File: src/verilog/scp_consts.vh
// constants of the serial control port
`ifndef SCP_CONSTS_VH
`define SCP_CONSTS_VH
`define SCP_DEV_ADDR 7'h1a
`define SCP_CMD_WRITE 8'h10
`define SCP_CMD_READ 8'h20
`define SCP_REG_RESET 7'h00
`define SCP_REG_ENABLE 7'h07
`define SCP_ENABLE_BIT 8
`define SCP_ENABLE_RESET 1'b0
`define SCP_BYTE_LAST 4'h8
`define SCP_ACK_LAST 4'h9
`define SCP_SPI_CMD_LAST 5'h07
`define SCP_SPI_ADDR_LAST 5'h0f
`define SCP_SPI_WORD_LAST 5'h17
`define SCP_SPI_PAIR_START 5'h08
`define SCP_OUT_MSB 4'hf
`endif

File: src/verilog/scp_sync4.v
// two-flop synchroniser for the four serial pins
`timescale 1ns/10ps
module scp_sync4 (
    input wire clock, // system clock
    input wire rst_n, // async reset, active low
    input wire [3:0] async_in, // pins from outside the clock domain
    output wire [3:0] sync_out // synchronised copies
);
    reg [3:0] meta_reg;
    reg [3:0] sync_reg;
    always @(posedge clock or negedge rst_n) begin
        if (!rst_n) begin
            meta_reg <= 4'hf;
            sync_reg <= 4'hf;
        end else begin
            meta_reg <= async_in;
            sync_reg <= meta_reg;
        end
    end
    assign sync_out = sync_reg;
endmodule // scp_sync4

File: src/verilog/scp_bus_events.v
// edge, start and stop detection on synchronised serial lines
`timescale 1ns/10ps
module scp_bus_events (
    input wire clock, // system clock
    input wire rst_n, // async reset, active low
    input wire scl, // synchronised serial clock
    input wire sda, // synchronised serial data
    input wire csn, // synchronised chip select, active low
    output wire scl_rise, // serial clock rose
    output wire scl_fall, // serial clock fell
    output wire start_seen, // data fell while clock high
    output wire stop_seen, // data rose while clock high
    output wire csn_rise // chip select released
);
    reg scl_d_reg;
    reg sda_d_reg;
    reg csn_d_reg;
    always @(posedge clock or negedge rst_n) begin
        if (!rst_n) begin
            scl_d_reg <= 1'b1;
            sda_d_reg <= 1'b1;
            csn_d_reg <= 1'b1;
        end else begin
            scl_d_reg <= scl;
            sda_d_reg <= sda;
            csn_d_reg <= csn;
        end
    end
    assign scl_rise = scl & ~scl_d_reg;
    assign scl_fall = ~scl & scl_d_reg;
    assign start_seen = scl & scl_d_reg & sda_d_reg & ~sda;
    assign stop_seen = scl & scl_d_reg & ~sda_d_reg & sda;
    assign csn_rise = csn & ~csn_d_reg;
endmodule // scp_bus_events

File: src/verilog/scp_serial_control_port.v
// serial control port: two-wire, three-wire and four-wire register access
`timescale 1ns/10ps
`include "scp_consts.vh"
// Behaviour
// - mode pin and four-wire enable bit pick two-wire, three-wire or four-wire protocol
// - two-wire side is slave only, never drives clock or starts transfers
// - start condition (data falls, clock high) restarts byte framing
// - stop condition (data rises, clock high) returns to idle
// - transmitter releases data after eight bits, receiver pulls low on ninth
// - first byte holds seven address bits and a read/write bit
// - acknowledge only when received address equals 0011010
// - read sends nine bits as two bytes, high byte first, upper bits zero
// - master acknowledges each read byte; device increments address and continues
// - read address wraps from 0x7f to 0x00 until stop
// - mode pin high: write-only sixteen-bit word, address then nine data bits
// - three-wire: shift on rising clock, write last sixteen bits on chip select rise
// - four-wire only when mode pin low and enable bit set
// - fully static, no minimum serial clock rate
// - four-wire write: command 0x10, then address and nine data bits
// - four-wire read: command 0x20, padded address, two bytes on read pin
// - four-wire transfers auto-increment while selected, wrapping 0x7f to 0x00
module scp_serial_control_port (
    input wire clock, // 100 MHz system clock
    input wire rst_n, // async reset, active low
    input wire mode_pin, // high selects three-wire write-only
    input wire sclk, // serial clock from host
    input wire sdio_in, // serial data line level
    output wire sdio_out, // serial data drive value
    output wire sdio_oe, // high while pulling serial data low
    input wire chip_select_n, // chip select, active low
    output wire read_data_out_pin, // four-wire read data
    output wire read_data_out_oe, // high while read data is driven
    output wire four_wire_serial_enable, // four-wire enable bit
    output wire reg_we, // one-cycle register write strobe
    output wire [6:0] reg_waddr, // register write address
    output wire [8:0] reg_wdata, // register write data
    output wire [6:0] reg_raddr, // register read address
    input wire [8:0] reg_rdata // register read data, same clock
);
    localparam [5:0] S_IDLE = 6'b000001;
    localparam [5:0] S_RECV = 6'b000010;
    localparam [5:0] S_ACK = 6'b000100;
    localparam [5:0] S_SEND = 6'b001000;
    localparam [5:0] S_MACK = 6'b010000;
    localparam [5:0] S_SKIP = 6'b100000;

    wire [3:0] pins_s;
    wire scl_s;
    wire sda_s;
    wire csn_s;
    wire mode_s;
    wire scl_rise;
    wire scl_fall;
    wire start_seen;
    wire stop_seen;
    wire csn_rise;

    scp_sync4 u_sync (
        .clock(clock),
        .rst_n(rst_n),
        .async_in({mode_pin, chip_select_n, sdio_in, sclk}),
        .sync_out(pins_s)
    );
    assign scl_s = pins_s[0];
    assign sda_s = pins_s[1];
    assign csn_s = pins_s[2];
    assign mode_s = pins_s[3];

    scp_bus_events u_events (
        .clock(clock),
        .rst_n(rst_n),
        .scl(scl_s),
        .sda(sda_s),
        .csn(csn_s),
        .scl_rise(scl_rise),
        .scl_fall(scl_fall),
        .start_seen(start_seen),
        .stop_seen(stop_seen),
        .csn_rise(csn_rise)
    );

    reg enable_reg;
    wire two_wire_mode = ~mode_s & ~enable_reg;
    wire three_wire_mode = mode_s;
    wire four_wire_mode = ~mode_s & enable_reg;

    // two-wire slave; only ever pulls data low, never touches the clock
    reg [5:0] state_reg;
    reg [3:0] bit_cnt_reg;
    reg [1:0] byte_idx_reg;
    reg [7:0] rx_reg;
    reg [7:0] tx_reg;
    reg rw_reg;
    reg high_half_reg;
    reg d8_reg;
    reg [6:0] i2c_idx_reg;
    reg pull_low_reg;
    wire [7:0] rx_next = {rx_reg[6:0], sda_s};
    wire i2c_wr = two_wire_mode & (state_reg == S_RECV) & scl_fall &
                  (bit_cnt_reg == `SCP_BYTE_LAST) & (byte_idx_reg == 2'h2);

    always @(posedge clock or negedge rst_n) begin
        if (!rst_n) begin
            state_reg <= S_IDLE;
            bit_cnt_reg <= 4'h0;
            byte_idx_reg <= 2'h0;
            rx_reg <= 8'h00;
            tx_reg <= 8'h00;
            rw_reg <= 1'b0;
            high_half_reg <= 1'b1;
            d8_reg <= 1'b0;
            i2c_idx_reg <= 7'h00;
            pull_low_reg <= 1'b0;
        end else if (!two_wire_mode || stop_seen) begin
            state_reg <= S_IDLE;
            pull_low_reg <= 1'b0;
        end else if (start_seen) begin
            state_reg <= S_RECV;
            bit_cnt_reg <= 4'h0;
            byte_idx_reg <= 2'h0;
            pull_low_reg <= 1'b0;
        end else begin
            case (state_reg)
                S_RECV: begin
                    if (scl_rise) begin
                        rx_reg <= rx_next;
                        bit_cnt_reg <= bit_cnt_reg + 4'h1;
                    end else if (scl_fall && bit_cnt_reg == `SCP_BYTE_LAST) begin
                        if (byte_idx_reg == 2'h0 && rx_reg[7:1] != `SCP_DEV_ADDR) begin
                            state_reg <= S_SKIP;
                        end else begin
                            state_reg <= S_ACK;
                            pull_low_reg <= 1'b1;
                        end
                        if (byte_idx_reg == 2'h0) begin
                            rw_reg <= rx_reg[0];
                            high_half_reg <= 1'b1;
                        end
                        if (byte_idx_reg == 2'h1) begin
                            i2c_idx_reg <= rx_reg[7:1];
                            d8_reg <= rx_reg[0];
                        end
                        byte_idx_reg <= (byte_idx_reg == 2'h2) ? 2'h1 : byte_idx_reg + 2'h1;
                    end
                end
                S_ACK: begin
                    if (scl_rise) begin
                        bit_cnt_reg <= `SCP_ACK_LAST;
                    end else if (scl_fall && bit_cnt_reg == `SCP_ACK_LAST) begin
                        bit_cnt_reg <= 4'h0;
                        if (rw_reg) begin
                            state_reg <= S_SEND;
                            tx_reg <= {7'h00, reg_rdata[8]};
                            pull_low_reg <= 1'b1; // first bit out is a padding zero
                        end else begin
                            state_reg <= S_RECV;
                            pull_low_reg <= 1'b0;
                        end
                    end
                end
                S_SEND: begin
                    if (scl_rise) begin
                        bit_cnt_reg <= bit_cnt_reg + 4'h1;
                    end else if (scl_fall) begin
                        if (bit_cnt_reg == `SCP_BYTE_LAST) begin
                            state_reg <= S_MACK;
                            pull_low_reg <= 1'b0;
                        end else begin
                            tx_reg <= {tx_reg[6:0], 1'b0};
                            pull_low_reg <= ~tx_reg[6];
                        end
                    end
                end
                S_MACK: begin
                    if (scl_rise) begin
                        if (sda_s) begin
                            state_reg <= S_SKIP; // master ended the read
                        end
                        bit_cnt_reg <= `SCP_ACK_LAST;
                    end else if (scl_fall && bit_cnt_reg == `SCP_ACK_LAST) begin
                        state_reg <= S_SEND;
                        bit_cnt_reg <= 4'h0;
                        high_half_reg <= ~high_half_reg;
                        if (high_half_reg) begin
                            tx_reg <= reg_rdata[7:0];
                            pull_low_reg <= ~reg_rdata[7];
                        end else begin
                            tx_reg <= {7'h00, reg_rdata[8]};
                            pull_low_reg <= 1'b1;
                        end
                    end else if (scl_rise == 1'b0 && scl_fall == 1'b0 && bit_cnt_reg == `SCP_BYTE_LAST &&
                                 !high_half_reg) begin
                        // low byte done: advance before the next high byte is loaded
                        i2c_idx_reg <= i2c_idx_reg + 7'h01;
                        bit_cnt_reg <= `SCP_BYTE_LAST - 4'h1;
                    end
                end
                S_SKIP: begin
                    pull_low_reg <= 1'b0;
                end
                default: begin
                    state_reg <= S_IDLE;
                    pull_low_reg <= 1'b0;
                end
            endcase
        end
    end
    assign sdio_out = 1'b0;
    assign sdio_oe = pull_low_reg;

    // three-wire and four-wire shift path
    reg [15:0] shift_reg;
    reg [4:0] spi_cnt_reg;
    reg [7:0] cmd_reg;
    reg first_pair_reg;
    reg reading_reg;
    reg [3:0] out_pos_reg;
    reg [6:0] spi_idx_reg;
    reg out_bit_reg;
    wire [15:0] shift_next = {shift_reg[14:0], sda_s};
    wire [15:0] out_word = {7'h00, reg_rdata};
    wire tw_wr = three_wire_mode & csn_rise;
    wire fw_wr = four_wire_mode & ~csn_s & scl_rise & (spi_cnt_reg == `SCP_SPI_WORD_LAST) &
                 (cmd_reg == `SCP_CMD_WRITE) & ~reading_reg;
    wire [6:0] fw_addr = first_pair_reg ? shift_next[15:9] : spi_idx_reg;

    always @(posedge clock or negedge rst_n) begin
        if (!rst_n) begin
            shift_reg <= 16'h0000;
            spi_cnt_reg <= 5'h00;
            cmd_reg <= 8'h00;
            first_pair_reg <= 1'b1;
            reading_reg <= 1'b0;
            out_pos_reg <= `SCP_OUT_MSB;
            spi_idx_reg <= 7'h00;
            out_bit_reg <= 1'b0;
        end else begin
            if (three_wire_mode && scl_rise) begin
                shift_reg <= shift_next;
            end
            if (!four_wire_mode || csn_s) begin
                spi_cnt_reg <= 5'h00;
                first_pair_reg <= 1'b1;
                reading_reg <= 1'b0;
                out_bit_reg <= 1'b0;
            end else if (reading_reg) begin
                if (scl_fall) begin
                    out_bit_reg <= out_word[out_pos_reg];
                    out_pos_reg <= out_pos_reg - 4'h1;
                    if (out_pos_reg == 4'h0) begin
                        spi_idx_reg <= spi_idx_reg + 7'h01;
                    end
                end
            end else if (scl_rise) begin
                shift_reg <= shift_next;
                spi_cnt_reg <= spi_cnt_reg + 5'h01;
                if (spi_cnt_reg == `SCP_SPI_CMD_LAST) begin
                    cmd_reg <= shift_next[7:0];
                end
                if (spi_cnt_reg == `SCP_SPI_ADDR_LAST && cmd_reg == `SCP_CMD_READ) begin
                    spi_idx_reg <= shift_next[7:1];
                    reading_reg <= 1'b1;
                    out_pos_reg <= `SCP_OUT_MSB;
                end
                if (fw_wr) begin
                    spi_idx_reg <= fw_addr + 7'h01;
                    first_pair_reg <= 1'b0;
                    spi_cnt_reg <= `SCP_SPI_PAIR_START;
                end
            end
        end
    end
    assign read_data_out_pin = out_bit_reg;
    assign read_data_out_oe = reading_reg;

    // register port and the four-wire enable shadow
    reg we_reg;
    reg [6:0] waddr_reg;
    reg [8:0] wdata_reg;
    reg [6:0] raddr_reg;
    wire any_wr = i2c_wr | tw_wr | fw_wr;
    reg [6:0] wr_addr;
    reg [8:0] wr_data;
    always @* begin
        wr_addr = fw_addr;
        wr_data = shift_next[8:0];
        if (i2c_wr) begin
            wr_addr = i2c_idx_reg;
            wr_data = {d8_reg, rx_reg};
        end else if (tw_wr) begin
            wr_addr = shift_reg[15:9];
            wr_data = shift_reg[8:0];
        end
    end
    always @(posedge clock or negedge rst_n) begin
        if (!rst_n) begin
            enable_reg <= `SCP_ENABLE_RESET;
            we_reg <= 1'b0;
            waddr_reg <= 7'h00;
            wdata_reg <= 9'h000;
            raddr_reg <= 7'h00;
        end else begin
            we_reg <= any_wr;
            if (any_wr) begin
                waddr_reg <= wr_addr;
                wdata_reg <= wr_data;
                if (wr_addr == `SCP_REG_ENABLE) begin
                    enable_reg <= wr_data[`SCP_ENABLE_BIT];
                end else if (wr_addr == `SCP_REG_RESET) begin
                    enable_reg <= `SCP_ENABLE_RESET;
                end
            end
            raddr_reg <= four_wire_mode ? spi_idx_reg : i2c_idx_reg;
        end
    end
    assign four_wire_serial_enable = enable_reg;
    assign reg_we = we_reg;
    assign reg_waddr = waddr_reg;
    assign reg_wdata = wdata_reg;
    assign reg_raddr = raddr_reg;
endmodule // scp_serial_control_port

File: config.mk
export PLATFORM = sky130hd
export DESIGN_NAME = scp_serial_control_port
export DESIGN_NICKNAME = d
export VERILOG_FILES = /design/src/verilog/scp_sync4.v /design/src/verilog/scp_bus_events.v /design/src/verilog/scp_serial_control_port.v
export VERILOG_INCLUDE_DIRS = /design/src /design/src/verilog
export SDC_FILE = /design/constraint.sdc
export NUM_CORES = 1
export LEC_CHECK = 0
export ABC_AREA = 1
export BUFFER_PORTS_ARGS = -buffer_cell sky130_fd_sc_hd__buf_2
export CAP_MARGIN = 25
export CORE_MARGIN = 4
export CORE_UTILIZATION = 55
export DETAILED_ROUTE_END_ITERATION = 10
export GPL_ROUTABILITY_DRIVEN = 1
export HOLD_SLACK_MARGIN = 0.03
export PLACE_DENSITY = 0.74
export REMOVE_ABC_BUFFERS = 1
export SLEW_MARGIN = 15
export SYNTH_ARGS = -nofsm -noshare
export SYNTH_HDL_FRONTEND = slang
export SYNTH_SLANG_ARGS = --single-unit
File: constraint.sdc
create_clock -name clock -period 2.18 [get_ports clock]
set_clock_uncertainty 0.05 [all_clocks]
set_input_delay 0.218 -clock clock [delete_from_list [all_inputs] [get_ports clock]]
set_output_delay 0.218 -clock clock [all_outputs]
set_load 0.03 [all_outputs]
==> flow_metrics.py <==
metrics = {
    "status": {
        "status": "finished, final reports clean",
    },
    "yosys": {
        "synth_fa_ha_area_share_pct": 2.31,
        "netlist_area_um2": 6500,
        "synth_compound_area_share_pct": 16.9,
        "synth_xor_area_share_pct": 2.16,
        "synth_area_per_cell_um2": 7.73,
        "synth_top_family_by_area": "simple AND/OR/NAND/NOR gates",
        "synth.area.top_cells": "dfrtp_1, nand2_1, dfstp_2, o21ai_0, inv_1",
        "async_reset_ff_share_pct": 100,
        "synthMuxAreaShare_pct": 0.173,
        "synth-simple-area-share_pct": 24.2,
        "synth_seq_cells": 117,
        "synth_seq_area_share_pct": 45.4,
        "yosysMostFrequentCell": "nand2_1",
        "netlist.area_leader.share_pct": 38.1,
        "yosysTopAreaCell": "dfrtp_1",
        "ys_top_cells_by_count": "nand2_1, dfrtp_1, inv_1, nor2_1, o21ai_0",
        "yosys_warnings": 0,
        "netlist_instances": 841,
        "synth_edf_count": 0,
        "synth.distinct_cells": 44,
        "synth_top_flop_cell": "dfrtp_1",
    },
    "sta": {
        "fin_setup_tns_ns": 0,
        "min_period_ns": 2.10,
        "slew_headroom_pct": 55.8,
        "fmax_ghz": 0.476,
        "slew_viol_final": 0,
        "finalSetupViolations": 0,
        "finalHoldViolCount": 0,
        "period_share_pct": 96.4,
        "worst_pin_slew_ns": 0.662,
    },
    "placed_design": {
        "dp_cells": 1027,
        "gp_congestion": 0.948,
        "dpl_cell_area_um2": 6980,
        "dp_hpwl_um": 12100,
        "io_buffers": 42,
    },
    "critical_path": {
        "worstReg2RegStart": "u_sync.sync_out[0]",
        "required_ns": 2.44,
        "worst-path-max-fanout": 14,
        "ff2ff_path_depth": 10,
        "setup.worst_path.start": "u_sync.sync_out[0]",
        "cp-end-kind": "register",
        "cp-start-kind": "register",
        "ff2ff_setup_slack_ns": 0.08,
        "critPathCapture": "tx_reg[0]",
        "worstSetupPathType": "register to register",
        "crit_arrival_ns": 2.36,
        "r2r-end": "tx_reg[0]",
    },
    "power_and_ir_drop": {
        "power.density_nw_per_um2": 843,
        "p_total_mw": 6.57,
        "p_leak_nw": 3.85,
        "ir_drop_mv": 0.661,
    },
    "floorplan": {
        "design.die.area_um2": 13600,
        "die_w_um": 117,
        "io_pins": 44,
        "start_util_pct": 56.5,
        "core_um2": 11500,
        "rows": 39,
        "die_h_um": 117,
    },
    "route": {
        "routedWlPerCell_um": 15.8,
        "drt-initial-drc-count": 549,
        "dr.pass1.iters": 6,
        "avgViaCountPerCell": 5.59,
        "detail-route-antenna-nets": 0,
        "wirelength_um": 16900,
        "vias": 5989,
        "drc": 0,
    },
    "global_routing": {
        "grt_max_degree": 118,
        "grt_pass1_wl_um": 27000,
        "grt_pass1_vias": 5607,
        "grt_overflow": 0,
        "antenna_found_initial": 0,
        "grt_usage_pct": 25.8,
    },
    "finish": {
        "area_growth_pct": 19.8,
        "largest_reg_flops": 16,
        "final_cell_count_no_fill": 1071,
        "antennaDiodeCount": 0,
        "fin_area_um2": 7790,
        "drive_gt1_share_pct": 19.7,
        "final.fill_count": 938,
        "nets": 942,
    },
    "cts": {
        "htreeDepth": 4,
        "numCtsBuffers": 17,
        "clock_latency_ns": 0.42,
        "tritoncts": "built",
        "clock-root-buffer": "clkbuf_16",
        "clock_sinks": 117,
        "clk_pin_slew_worst_paths_ns": 0.05,
        "clock_path_buffers": 2,
    },
    "worst_hold_path": {
        "min_path_type": "primary input to register",
    },
    "job": {
        "drv_cap": 0,
    },
}
-- power by group --
group	internal, mW	total [mW]	switching, mW
combinational	0.354	1.08	0.723
sequential	2.35	2.48	0.124
clock	2.03	3.01	0.984
-- through the flow --
stage	hold slack [ns]	util (%)	setup WS, ns
floorplan	-0.128	-	-0.591
global placement	0.273	60.6	0.113
detailed placement	0.274	60.6	-0.0276
CTS	0.0802	66.6	0.0249
global route	0.101	67.6	-0.00651
finish	0.0904	67.6	0.0792
-- worst max-delay path: stages, from the launching register on --
cell	delay, ns
dfstp_2	0.58
inv_1	0.08
ha_4	0.18
nand4_1	0.20
nand4_1	0.18
o21ai_1	0.17
nor2_1	0.08
nand2_2	0.23
nand2_1	0.09
o21ai_1	0.08
inv_1	0.06
-- logic make-up after synthesis --
| family | after synthesis |
|---|---|
| simple gates | 352 |
| compound gates | 202 |
| buf+inv | 140 |
| flops | 117 |
| xor+xnor | 16 |
| fa+ha+maj | 12 |
| other cells | 1 |
| mux | 1 |
-- metal layers --
metal / track usage (%) / vias to the layer above / share of wire [%]
met5: 0 / - / 0
met4: 10.4 / 0 / 2.0
met3: 5.08 / 27 / 6.0
met2: 41.0 / 210 / 47
met1: 34.7 / 2848 / 45
li1: - / 2904 / -
-- timing repair --
action / CTS / global route
hold endpoints to repair: 103 / 0
gates cloned: 0 / 1
pin swaps: 0 / 4
endpoints found under the setup margin: 9 / 51
hold buffers: 5 / 0
resized for setup: 2 / 17
setup buffers: 0 / 6
-- layout make-up --
cell class	instances	area [um^2]	share of cell area (%)
inverter	113	424	5.44
sequential	117	2950	37.9
clock inverter	8	145	1.86
timing repair buffer	82	552	7.08
clock buffer	24	492	6.31
tap	143	179	2.30
multi-input combinational	584	3050	39.1
-- how the worst min path moves through the flow --
stage	startpoint	slack, ns	cells after the start	to
final	reg_rdata[3]	0.09	5	tx_reg[3]
after global routing	reg_rdata[3]	0.10	5	tx_reg[3]
after CTS	reg_rdata[3]	0.08	5	tx_reg[3]
after detailed placement	chip_select_n	0.27	1	u_sync.meta_reg[2]
after global placement	mode_pin	0.27	1	u_sync.meta_reg[3]
after floorplan	rst_n	-0.13	0	bit_cnt_reg[0]
-- cells in the final DEF (no fill, tap or decap), drive strengths merged, types with 2 or more instances in the layout --
master	Yosys	layout
nand2	193	193
dfrtp	99	99
o22ai	9	9
a31oi	3	3
o21ai	121	121
dlygate4sd3	0	5
xnor2	3	3
nand3	40	40
a211oi	2	2
bufinv	0	4
xor2	13	13
clkbuf	10	24
or2	3	3
buf	17	77
ha	12	12
nor2	87	87
clkinvlp	0	2
o31ai	2	2
inv	113	113
nor3	7	7
clkinv	0	2
a21oi	48	48
dfstp	18	18
nand4	18	18
o211ai	13	13
nand3b	2	2
No activity file was read; power rests on OpenSTA's default activity.
